==> config.mk <==
export PLATFORM = sky130hd
export DESIGN_NAME = ubs_bank_ctrl
export DESIGN_NICKNAME = d
export VERILOG_FILES = /design/src/hdl/ubs_pkg.sv /design/src/hdl/ubs_bank_ctrl.sv
export SDC_FILE = /design/constraint.sdc
export NUM_CORES = 1
export LEC_CHECK = 0
export BUFFER_PORTS_ARGS = -buffer_cell sky130_fd_sc_hd__buf_2
export CORE_ASPECT_RATIO = 0.8
export CORE_MARGIN = 5
export CORE_UTILIZATION = 35
export DETAILED_ROUTE_END_ITERATION = 10
export GPL_ROUTABILITY_DRIVEN = 0
export GPL_TIMING_DRIVEN = 0
export HOLD_SLACK_MARGIN = 0.03
export PLACE_DENSITY = 0.69
export SETUP_SLACK_MARGIN = 0.05
export SLEW_MARGIN = 40
export SYNTH_ARGS = -nofsm -noshare
export SYNTH_HDL_FRONTEND = slang
export SYNTH_SLANG_ARGS = --single-unit
==> constraint.sdc <==
create_clock -name mclk_i -period 3.35 [get_ports mclk_i]
set_clock_uncertainty 0.1 [all_clocks]
set_input_delay 0.5025 -clock mclk_i [delete_from_list [all_inputs] [get_ports mclk_i]]
set_output_delay 0.5025 -clock mclk_i [all_outputs]
set_load 0.02 [all_outputs]
==> src/hdl/ubs_pkg.sv <==
// Package: register map, field layout and reset values for the UART bank-select block
// Assumes: 32-bit Avalon-MM word addressing by byte address, one register per aligned word
package ubs_pkg;

   // ----------------------------------------------------------------
   // Register byte offsets
   // ----------------------------------------------------------------
   localparam logic [5:0] OFS_MSR_BANK  = 6'h00; // Read: modem status, write: bank select
   localparam logic [5:0] OFS_SCRATCH   = 6'h04;
   localparam logic [5:0] OFS_DIV_LOW   = 6'h08;
   localparam logic [5:0] OFS_DIV_HIGH  = 6'h0C;
   localparam logic [5:0] OFS_TX_SPACE  = 6'h10; // Counter slot, set 0 with access on
   localparam logic [5:0] OFS_RX_FILL   = 6'h14;
   localparam logic [5:0] OFS_EFC       = 6'h18;
   localparam logic [5:0] OFS_MODEM_CTL = 6'h1C;
   localparam logic [5:0] OFS_TRIG_LVL  = 6'h20;
   localparam logic [5:0] OFS_IRQ_STAT  = 6'h24;
   localparam logic [5:0] OFS_IRQ_EN    = 6'h28;
   localparam logic [5:0] OFS_IRQ_CLR   = 6'h2C;
   localparam logic [5:0] OFS_EXT1      = 6'h30; // Extra set 1 scratch word offset, unused; the word sits at the counter slot
   localparam logic [5:0] OFS_EXT2      = 6'h34;

   // ----------------------------------------------------------------
   // Fields
   // ----------------------------------------------------------------
   localparam int BSC_CNT_BIT   = 0;
   localparam int BSC_BANK_LSB  = 1;
   localparam int EFC_SWFC_MSB  = 4;
   localparam int EFC_RTS_BIT   = 6;
   localparam int EFC_CTS_BIT   = 7;
   localparam int MCTL_RTS_BIT  = 1;
   localparam int IRQ_TRIG_BIT  = 0;
   localparam int IRQ_MODEM_BIT = 1;
   localparam int IRQ_W         = 2;

   typedef enum logic [1:0] {UBS_BANK_GEN, UBS_BANK_EXT1, UBS_BANK_EXT2, UBS_BANK_RSVD} ubs_bank_t;

   // ----------------------------------------------------------------
   // Reset values
   // ----------------------------------------------------------------
   localparam logic [7:0] RST_BYTE      = 8'h00;
   localparam logic [7:0] RST_TRIG      = 8'h20;
   localparam logic [7:0] TRIG_STEP     = 8'h10; // Distance to next trigger level
   localparam logic [31:0] RD_UNMAPPED  = 32'h0000_0000;

endpackage : ubs_pkg

==> src/hdl/ubs_bank_ctrl.sv <==
// Module: register bank select, divisor, scratch, enhanced features and auto RTS/CTS
// Assumes: Avalon-MM slave on mclk_i, FIFO levels and modem inputs synchronous to mclk_i
//
// Contract
// - Bank-select register is write-only; selects counters and extra feature sets.
// - Bits 2:1 select set: 00 general, 01 extra one, 10 extra two, 11 reserved.
// - Bit 0 set enables reading the transmit-space and receive-fill counters.
// - Bank field wins; counters readable only while bank field is zero.
// - Scratch register holds eight software bits with no effect on behaviour.
// - Divisor high and low bytes form a sixteen-bit divisor for baud generator.
// - Transmit counter is read-only and returns free transmit FIFO entries.
// - Receive counter is read-only and returns characters held in receive FIFO.
// - Enhanced bits 4:0 select single or dual character software flow control.
// - Enhanced bit 7 set: transmitter stops while clear-to-send high, resumes when low.
// - Auto clear-to-send throttling is disabled after reset.
// - Enhanced bit 6 set: interrupt when receive FIFO reaches trigger level.
// - Auto RTS drives request-to-send high at the next trigger level above programmed.
// - Auto RTS returns request-to-send low when fill drops below next lower level.
// - Without hardware flow control request-to-send follows the software modem bit.
// - Auto request-to-send throttling is disabled after reset.
// - Bank-select shares modem status address: reads give status, writes go to bank.
//
// The register addresses and register access over Avalon-MM were chosen for this implementation.
`timescale 1ns/1ns
module ubs_bank_ctrl
   import ubs_pkg::*;
#(
   parameter int LVL_W = 8                               // Width of FIFO level inputs
)(
   input  wire  logic                 mclk_i,           // System clock, 10 MHz
   input  wire  logic                 rst_i,            // Async reset, active high
   input  wire  logic [5:0]           avs_address_i,    // Byte address
   input  wire  logic                 avs_read_i,       // Read request
   input  wire  logic                 avs_write_i,      // Write request
   input  wire  logic [3:0]           avs_byteenable_i, // Byte enables
   input  wire  logic [31:0]          avs_writedata_i,  // Write data
   output logic       [31:0]          avs_readdata_o,   // Read data
   output logic                       avs_waitrequest_o,// Stall
   input  wire  logic [LVL_W-1:0]     tx_space_i,       // Free transmit FIFO entries
   input  wire  logic [LVL_W-1:0]     rx_fill_i,        // Receive FIFO fill
   input  wire  logic [7:0]           modem_status_i,   // Modem status byte from modem logic
   input  wire  logic                 cts_i,            // Clear-to-send, high means stop
   output logic                       tx_allow_o,       // Transmitter may send
   output logic                       rts_o,            // Request-to-send output
   output logic [15:0]                baud_div_o,       // Baud divisor
   output logic [1:0]                 bank_sel_o,       // Active register set
   output logic [3:0]                 swfc_mode_o,      // Software flow control mode
   output logic                       swfc_dual_o,      // Dual character mode
   output logic                       irq_o             // Level interrupt
);

   if (LVL_W < 1 || LVL_W > 8)
   begin : g_lvl_chk
      $error("LVL_W must be 1 to 8");
   end

   // ----------------------------------------------------------------
   // Registers
   // ----------------------------------------------------------------
   logic [2:0]        bsc_r;
   logic [7:0]        scratch_r;
   logic [7:0]        div_lo_r;
   logic [7:0]        div_hi_r;
   logic [7:0]        efc_r;
   logic [7:0]        mctl_r;
   logic [7:0]        trig_r;
   logic [7:0]        ext1_r;
   logic [7:0]        ext2_r;
   logic [IRQ_W-1:0]  irq_stat_r;
   logic [IRQ_W-1:0]  irq_en_r;
   logic              ack_r;
   logic              trig_hit_d_r;
   logic [3:0]        modem_d_r;
   logic              auto_rts_r;

   logic              wr_stb;
   logic              wr_ok;
   logic              rd_stb;
   logic [7:0]        wbyte;
   logic              cnt_visible;
   logic [31:0]       rd_nxt;
   logic [7:0]        rx_fill8;
   logic [7:0]        tx_space8;
   logic              trig_hit;
   logic [IRQ_W-1:0]  irq_ev;

   function automatic logic [31:0] zx8(input logic [7:0] b);
      zx8 = {24'h00_0000, b};
   endfunction : zx8

   function automatic logic in_bank(input logic [2:0] bsc, input ubs_bank_t b);
      in_bank = (bsc[2:1] == b);
   endfunction : in_bank

   // Writes land on the edge at which waitrequest is seen low; reads sample one edge earlier
   assign wr_stb      = avs_write_i && ack_r;
   assign wr_ok       = wr_stb && avs_byteenable_i[0];
   assign rd_stb      = avs_read_i && !ack_r;
   assign wbyte       = avs_byteenable_i[0] ? avs_writedata_i[7:0] : 8'h00;
   assign cnt_visible = bsc_r[BSC_CNT_BIT] && in_bank(bsc_r, UBS_BANK_GEN);
   assign rx_fill8    = 8'(rx_fill_i);
   assign tx_space8   = 8'(tx_space_i);
   assign trig_hit    = rx_fill8 >= trig_r;

   // ----------------------------------------------------------------
   // Bus handshake: one wait cycle, answer on second edge
   // ----------------------------------------------------------------
   always_ff @(posedge mclk_i or posedge rst_i)
   begin
      if (rst_i)
         ack_r <= 1'b0;
      else
         ack_r <= (avs_read_i || avs_write_i) && !ack_r;
   end

   always_ff @(posedge mclk_i or posedge rst_i)
   begin
      if (rst_i)
         avs_waitrequest_o <= 1'b1;
      else
         avs_waitrequest_o <= !((avs_read_i || avs_write_i) && !ack_r);
   end

   // ----------------------------------------------------------------
   // Register writes
   // ----------------------------------------------------------------
   always_ff @(posedge mclk_i or posedge rst_i)
   begin
      if (rst_i)
         bsc_r <= 3'h0;
      else if (wr_ok && avs_address_i == OFS_MSR_BANK)
         bsc_r <= wbyte[2:0];
   end

   always_ff @(posedge mclk_i or posedge rst_i)
   begin
      if (rst_i)
         scratch_r <= RST_BYTE;
      else if (wr_ok && avs_address_i == OFS_SCRATCH)
         scratch_r <= wbyte;
   end

   always_ff @(posedge mclk_i or posedge rst_i)
   begin
      if (rst_i)
         div_lo_r <= RST_BYTE;
      else if (wr_ok && avs_address_i == OFS_DIV_LOW)
         div_lo_r <= wbyte;
   end

   always_ff @(posedge mclk_i or posedge rst_i)
   begin
      if (rst_i)
         div_hi_r <= RST_BYTE;
      else if (wr_ok && avs_address_i == OFS_DIV_HIGH)
         div_hi_r <= wbyte;
   end

   always_ff @(posedge mclk_i or posedge rst_i)
   begin
      if (rst_i)
         efc_r <= RST_BYTE;
      else if (wr_ok && avs_address_i == OFS_EFC)
         efc_r <= wbyte;
   end

   always_ff @(posedge mclk_i or posedge rst_i)
   begin
      if (rst_i)
         mctl_r <= RST_BYTE;
      else if (wr_ok && avs_address_i == OFS_MODEM_CTL)
         mctl_r <= wbyte;
   end

   always_ff @(posedge mclk_i or posedge rst_i)
   begin
      if (rst_i)
         trig_r <= RST_TRIG;
      else if (wr_ok && avs_address_i == OFS_TRIG_LVL)
         trig_r <= wbyte;
   end

   always_ff @(posedge mclk_i or posedge rst_i)
   begin
      if (rst_i)
         irq_en_r <= '0;
      else if (wr_ok && avs_address_i == OFS_IRQ_EN)
         irq_en_r <= wbyte[IRQ_W-1:0];
   end

   always_ff @(posedge mclk_i or posedge rst_i)
   begin
      if (rst_i)
         ext1_r <= RST_BYTE;
      else if (wr_ok && avs_address_i == OFS_TX_SPACE && in_bank(bsc_r, UBS_BANK_EXT1))
         ext1_r <= wbyte;
   end

   always_ff @(posedge mclk_i or posedge rst_i)
   begin
      if (rst_i)
         ext2_r <= RST_BYTE;
      else if (wr_ok && avs_address_i == OFS_RX_FILL && in_bank(bsc_r, UBS_BANK_EXT2))
         ext2_r <= wbyte;
   end

   // ----------------------------------------------------------------
   // Read mux
   // ----------------------------------------------------------------
   always_comb
   begin
      rd_nxt = RD_UNMAPPED;
      case (avs_address_i)
         OFS_MSR_BANK:  rd_nxt = zx8(modem_status_i);
         OFS_SCRATCH:   rd_nxt = zx8(scratch_r);
         OFS_DIV_LOW:   rd_nxt = zx8(div_lo_r);
         OFS_DIV_HIGH:  rd_nxt = zx8(div_hi_r);
         OFS_EFC:       rd_nxt = zx8(efc_r);
         OFS_MODEM_CTL: rd_nxt = zx8(mctl_r);
         OFS_TRIG_LVL:  rd_nxt = zx8(trig_r);
         OFS_IRQ_STAT:  rd_nxt = zx8({6'h00, irq_stat_r});
         OFS_IRQ_EN:    rd_nxt = zx8({6'h00, irq_en_r});
         OFS_TX_SPACE:
            if (cnt_visible)
               rd_nxt = zx8(tx_space8);
            else if (in_bank(bsc_r, UBS_BANK_EXT1))
               rd_nxt = zx8(ext1_r);
            else
               rd_nxt = RD_UNMAPPED;
         OFS_RX_FILL:
            if (cnt_visible)
               rd_nxt = zx8(rx_fill8);
            else if (in_bank(bsc_r, UBS_BANK_EXT2))
               rd_nxt = zx8(ext2_r);
            else
               rd_nxt = RD_UNMAPPED;
         default:       rd_nxt = RD_UNMAPPED;
      endcase
   end

   always_ff @(posedge mclk_i or posedge rst_i)
   begin
      if (rst_i)
         avs_readdata_o <= RD_UNMAPPED;
      else if (rd_stb)
         avs_readdata_o <= rd_nxt;
   end

   // ----------------------------------------------------------------
   // Interrupt events: trigger reached, modem status change flag
   // ----------------------------------------------------------------
   assign irq_ev[IRQ_TRIG_BIT]  = efc_r[EFC_RTS_BIT] && trig_hit && !trig_hit_d_r;
   assign irq_ev[IRQ_MODEM_BIT] = |(modem_status_i[3:0] & ~modem_d_r[3:0]);

   always_ff @(posedge mclk_i or posedge rst_i)
   begin
      if (rst_i)
      begin
         trig_hit_d_r <= 1'b0;
         modem_d_r    <= 4'h0;
      end
      else
      begin
         trig_hit_d_r <= trig_hit;
         modem_d_r    <= modem_status_i[3:0];
      end
   end

   always_ff @(posedge mclk_i or posedge rst_i)
   begin
      if (rst_i)
         irq_stat_r <= '0;
      else if (wr_ok && avs_address_i == OFS_IRQ_CLR)
         irq_stat_r <= (irq_stat_r & ~wbyte[IRQ_W-1:0]) | irq_ev;
      else
         irq_stat_r <= irq_stat_r | irq_ev;
   end

   always_ff @(posedge mclk_i or posedge rst_i)
   begin
      if (rst_i)
         irq_o <= 1'b0;
      else
         irq_o <= |(irq_stat_r & irq_en_r);
   end

   // ----------------------------------------------------------------
   // Auto RTS hysteresis
   // ----------------------------------------------------------------
   always_ff @(posedge mclk_i or posedge rst_i)
   begin
      if (rst_i)
         auto_rts_r <= 1'b0;
      else if (!efc_r[EFC_RTS_BIT])
         auto_rts_r <= 1'b0;
      else if (9'(rx_fill8) >= 9'(trig_r) + 9'(TRIG_STEP))
         auto_rts_r <= 1'b1;
      else if (9'(rx_fill8) + 9'(TRIG_STEP) < 9'(trig_r))
         auto_rts_r <= 1'b0;
   end

   always_ff @(posedge mclk_i or posedge rst_i)
   begin
      if (rst_i)
         rts_o <= 1'b0;
      else if (efc_r[EFC_RTS_BIT])
         rts_o <= auto_rts_r;
      else
         rts_o <= mctl_r[MCTL_RTS_BIT];
   end

   // ----------------------------------------------------------------
   // Transmit throttle and configuration outputs
   // ----------------------------------------------------------------
   always_ff @(posedge mclk_i or posedge rst_i)
   begin
      if (rst_i)
         tx_allow_o <= 1'b1;
      else
         tx_allow_o <= !(efc_r[EFC_CTS_BIT] && cts_i);
   end

   always_ff @(posedge mclk_i or posedge rst_i)
   begin
      if (rst_i)
         baud_div_o <= 16'h0000;
      else
         baud_div_o <= {div_hi_r, div_lo_r};
   end

   always_ff @(posedge mclk_i or posedge rst_i)
   begin
      if (rst_i)
         bank_sel_o <= 2'h0;
      else
         bank_sel_o <= bsc_r[2:1];
   end

   always_ff @(posedge mclk_i or posedge rst_i)
   begin
      if (rst_i)
         swfc_mode_o <= 4'h0;
      else
         swfc_mode_o <= efc_r[3:0];
   end

   always_ff @(posedge mclk_i or posedge rst_i)
   begin
      if (rst_i)
         swfc_dual_o <= 1'b0;
      else
         swfc_dual_o <= efc_r[EFC_SWFC_MSB] && (&efc_r[3:2] || &efc_r[1:0]);
   end

endmodule : ubs_bank_ctrl

# After elaboration in Yosys (flattened, before gate mapping)
# Index checks and enable logic that the tools add are counted.
# word_totals
register_bits	137
inputBits	71
wordCells	95
output_inout_bits	59
# op_classes
n_lt_le_gt_ge	3
reduce_logical	34
bitwise	7
mux	11
add_sub_neg	2
n_eq_ne	14
# ops
cell	count
$pmux W8 S11	1
$mux W8	5
$eq A6 B5 Y1 const B	4
$eq A6 B6 Y1 const B	4
$logic_and A1 B1 Y1	22
$add A8 B5 Y9 const B	2
$eq A6 B4 Y1 const B	2
$ge A8 B9 Y1	1
$lt A9 B8 Y1	1
$ge A8 B8 Y1	1
$eq A6 B3 Y1 const B	1
$logic_not A6 Y1	1
$and A2 B2 Y2	2
$and A4 B4 Y4	1
$logic_not A1 Y1	4
$mux W1	4
$not A4 Y4	1
$or A2 B2 Y2	2
$reduce_and A2 Y1	2
$reduce_or A4 Y1	1
$ne A3 B1 Y1 const B	1
$eq A2 B1 Y1 const B	1
$eq A2 B2 Y1 const B	1
$logic_not A2 Y1	1
other kinds (4)	5

# Longest topological paths before layout
# logic_depth
depth_word	5
mapped_depth	8

# Worst setup path before layout
# OpenSTA, ideal clock, no wires.
# synth_path
kind	register to register
from	register trig_r[5]
to	register auto_rts_r
required_ps	3124
synth_period_minus_slack_ps	2057
setup_ps	126
path_stages_with_launch	9
path_buffers	0
setup_slack_ps	1293
arrival_ps	1830
path_cell_list	dfstp_2 -> ha_1 -> inv_1 -> ha_1 -> o21a_1 -> o21a_1 -> o21ai_0 -> a221oi_1 -> a311o_1
# synth_via
elab_chain_cells	4
elab_cells_between_ends	6
classes_between	add/sub (1); order compare (2); eq/ne (1); mux (2)
# synth_rtl
item	line	rtl
from (decl)	ubs_bank_ctrl.sv:66	logic [7:0] trig_r;
from (signal assigned)	ubs_bank_ctrl.sv:180	trig_r <= wbyte;
$add A8 B5 Y9	ubs_bank_ctrl.sv:296	else if (9'(rx_fill8) >= 9'(trig_r) + 9'(TRIG_STEP))
$ge A8 B9 Y1	ubs_bank_ctrl.sv:296	
$mux W1	ubs_bank_ctrl.sv:296	
$mux W1	ubs_bank_ctrl.sv:294	else if (!efc_r[EFC_RTS_BIT])
to (signal assigned)	ubs_bank_ctrl.sv:293	auto_rts_r <= 1'b0;
to (signal assigned)	ubs_bank_ctrl.sv:295	auto_rts_r <= 1'b0;
to (signal assigned)	ubs_bank_ctrl.sv:297	auto_rts_r <= 1'b1;
to (decl)	ubs_bank_ctrl.sv:74	logic auto_rts_r;
# Several ways; a longest one is shown, not always the timed one.
# A chain may end at the register's enable or synchronous reset.

# Final worst setup path
# layout_path
from	register bsc_r[2]
to	register ext1_r[2]
# layout_via
elab_chain_cells	2
# layout_rtl
item	line	rtl
from (decl)	ubs_bank_ctrl.sv:60	logic [2:0] bsc_r;
from (signal assigned)	ubs_bank_ctrl.sv:132	bsc_r <= wbyte[2:0];
$eq A2 B1 Y1	ubs_bank_ctrl.sv:92	in_bank = (bsc[2:1] == b);
$logic_and A1 B1 Y1	ubs_bank_ctrl.sv:195	else if (wr_ok && avs_address_i == OFS_TX_SPACE && in_bank(bsc_r, UBS_BANK_EXT1))
to (signal assigned)	ubs_bank_ctrl.sv:196	ext1_r <= wbyte;
to (decl)	ubs_bank_ctrl.sv:67	logic [7:0] ext1_r;
# No other way between the ends.

==> out/qor.txt <==
CP Max Fanout = 10
Worst-path clk slew = 0.05 ns
Pin count of the biggest net entering global routing = 26
Sw Pwr = 0.0008552 W
Endpoint type of the worst setup path = register
Synth Flop Type = dfrtp_1
Hold_sp = cts_i
CTS Buf Count = 17
Mapped Area = 0.005418 sq mm
Root Driver = clkbuf_16
Max-slew violation total from the final report = 0
Final Power = 0.003599 W
Reg2reg setup slack = 0.96 ns
Final net count = 693
Syn Inst Count = 479
PostCTS Resize Cnt = 0
Fin crit share = 71.22%
Crit path launch = bsc_r[2]
First-pass GRT wire length = 24,870 microns
Global route total overflow = 0
Hold path cells = 2
Asr flop ratio synth = 100.0%
CORE AREA = 0.01511 sq mm
DR vias = 4,402
RSZ-0062 raised after global routing = false
TNS Setup = 0 ns
ANT nets after route = 0
Sequential element share of the synthesized area = 52.26%
Part of the power in registers = 40.2%
Post-layout util = 45.62%
Post-DP HPWL = 11,760 microns
DRC = 0
Yosys top cell area share = 50.81%
CTS Sinks = 113
Logic gate share of total power = 10.3%
Max Cap Violations = 0
Synth unique cells = 54
H-tree levels = 4
Origin of the critical flop-to-flop path = bsc_r[2]
Post-placement cell count = 794
Synth top area cells = dfrtp_1 (51%), mux2_1 (4.6%), nand2_1 (4.3%), ha_1 (4.2%), mux2_2 (3.9%)
Pwr dens = 521.9 mW/mm^2
Max_slew headroom = 49.39%
Worst VDD drop = 0.3396 mV
Vias/cell = 5.310
DRT Wirelength = 16,520 microns
Port Buf Inserts = 77
Worst min-delay path class = in2reg
Finished Layout Cells = 829
R2R depth = 7
Critical path class = reg2reg
Worst-Margin Slew = 0.7592 ns
Die extent in y = 121.3 microns
Max Fclk = 419.1 MHz
Row Count = 40
WP data required = 3.51 ns
Reg2reg end = ext1_r[2]
Final Cell Area = 0.006895 sq mm
Die Wd = 149.1 microns
Number of global-route vias before repair = 4,355
Placed instance area = 0.006291 sq mm
Drt first pass iters = 7
Clk pwr share = 49.5%
WP data arrival = 2.55 ns
Skew-Pair Late Insertion Delay = 0.41 ns
Total global-route track usage = 18.31%
Initial antenna violation count = 2
Dominant cell type by area after synthesis = dfrtp_1
Max reg flops = 16
Reg with most FFs = baud_div_o
Period minus WS final = 2.386 ns
EDFF count, synth = 0
DRT iter0 DRCs = 425
CTS tree = done
Starting Density = 35.84%
FF+latch count, synth = 113
Final Setup Violations = 0
Die Footprint = 0.01808 sq mm
Routed WL per cell = 19.93 microns
Internal power = 0.002744 W
Avg Cell Area, Syn = 11.31 sq um
LEAKAGE = 3.388 nW
Status = finished clean
Synthesis Warnings = 0
CTS Buffer Depth = 2
CP Launch Type = register
Hold path endpoint = tx_allow_o
Share of cells above drive strength 1 = 29.50%
Final hold violation count = 0
IO Pins = 130
Switching Fraction = 23.76%
Layout overhead on the synthesized area = 27.27%
==> worst max-delay path, stage by stage (launching register included) <==
cell and delay, ns:
dfrtp_1 0.44, or3_1 0.39, clkbuf_1 0.26, inv_1 0.11, nand4_1 0.38, buf_2 0.37
nand2_1 0.08, o21ai_0 0.10
==> cells by family (layout without fill, tap and decap cells) <==
logic type | Yosys count | count (layout) | synth area share (%)
AOI/OAI and AO/OA | 117 | 117 | 14.36
adders and majority gates | 18 | 18 | 4.157
buffers and inverters | 71 | 186 | 6.975
muxes | 51 | 51 | 11.76
other | 1 | 26 | 0.06922
and+or+nand+nor | 104 | 104 | 9.769
xor gates and xnor gates | 4 | 4 | 0.6468
DFF | 113 | 113 | 52.26
==> per-stage QoR <==
stage | setup WS, ns | hold slack [ns]
6_report | 0.9641 | 0.1184
5_1_grt | 0.8649 | 0.1099
4_1_cts | 1.070 | 0.1080
3_5_place_dp | 0.8239 | 0.2862
3_3_place_gp | 0.6774 | 0.2775
2_1_floorplan | 1.293 | 0.2653
==> metal layers <==
metal / GRT usage [%] / vias up / wire length, microns
li1: - / 1929 / -
met1: 25.45 / 2147 / 7089
met3: 6.423 / 37 / 1770
met5: 0 / - / 0
met4: 5.203 / 0 / 358
met2: 27.07 / 289 / 7300
==> cell usage in the layout, fill, tap and decap left out, drive strengths merged, types with 2 or more instances in the layout <==
master,netlist,final
o21a,2,2
dfstp,3,3
nand2,63,63
and2,3,3
diode,0,2
mux4,6,6
a21o,4,4
a32oi,3,3
nand4,3,3
conb,1,24
a21oi,7,7
a2111oi,2,2
and3,5,5
a22oi,18,18
nor3,3,3
clkinv,0,4
a31oi,4,4
nand3,8,8
nor2b,6,6
ha,18,18
o21ai,52,52
a222oi,6,6
buf,38,120
mux2i,4,4
a221oi,2,2
clkbuf,9,35
o221ai,4,4
dfrtp,110,110
bufinv,0,2
nand2b,2,2
mux2,41,41
nor2,4,4
xnor2,3,3
or3,2,2
a22o,6,6
inv,24,23
==> worst max path at each step <==
stage / end / cells past startpoint
floorplan: auto_rts_r / 8
global placement: irq_stat_r[1] / 2
detailed placement: scratch_r[0] / 6
CTS: ext1_r[2] / 7
global route: ext1_r[1] / 7
finish: ext1_r[2] / 7
==> Yosys cell counts (all sizes together) (4+ instances only) <==
cell      n
a21o      4
nor2      4
a22oi    18
o221ai    4
nand2    63
ha       18
and3      5
inv      24
a22o      6
mux2     41
dfrtp   110
nor2b     6
nand3     8
a21oi     7
a31oi     4
clkbuf    9
buf      38
a222oi    6
mux4      6
o21ai    52
mux2i     4
==> final cells by class <==
type | instances | area, sq um
Antenna cell | 2 | 5.005
Fill cell | 1425 | 8219
Clock inverter | 6 | 80.08
Sequential cell | 113 | 2831
Buffer | 47 | 287.8
Inverter | 24 | 93.84
Multi-Input combinational cell | 318 | 2307
Timing Repair Buffer | 83 | 518.0
Clock buffer | 26 | 509.2
Tap cell | 210 | 262.8
==> power groups by stage <==
stage	combinational, W	clock, W	sequential [W]
finish	0.000371	0.00178	0.00145
global route	0.000403	0.00186	0.00145
CTS	0.000366	0.00180	0.00144
detailed placement	0.000364	0	0.00147
global placement	0.000334	0	0.00146
floorplan	0.000204	0	0.00148
==> timing repair <==
| item | in CTS | in global routing |
|---|---|---|
| hold buffers | 1 | 0 |
| setup buffers | 0 | 0 |
| endpoints found under the hold margin | 8 | 0 |
Power figures use the tool's default switching activity.
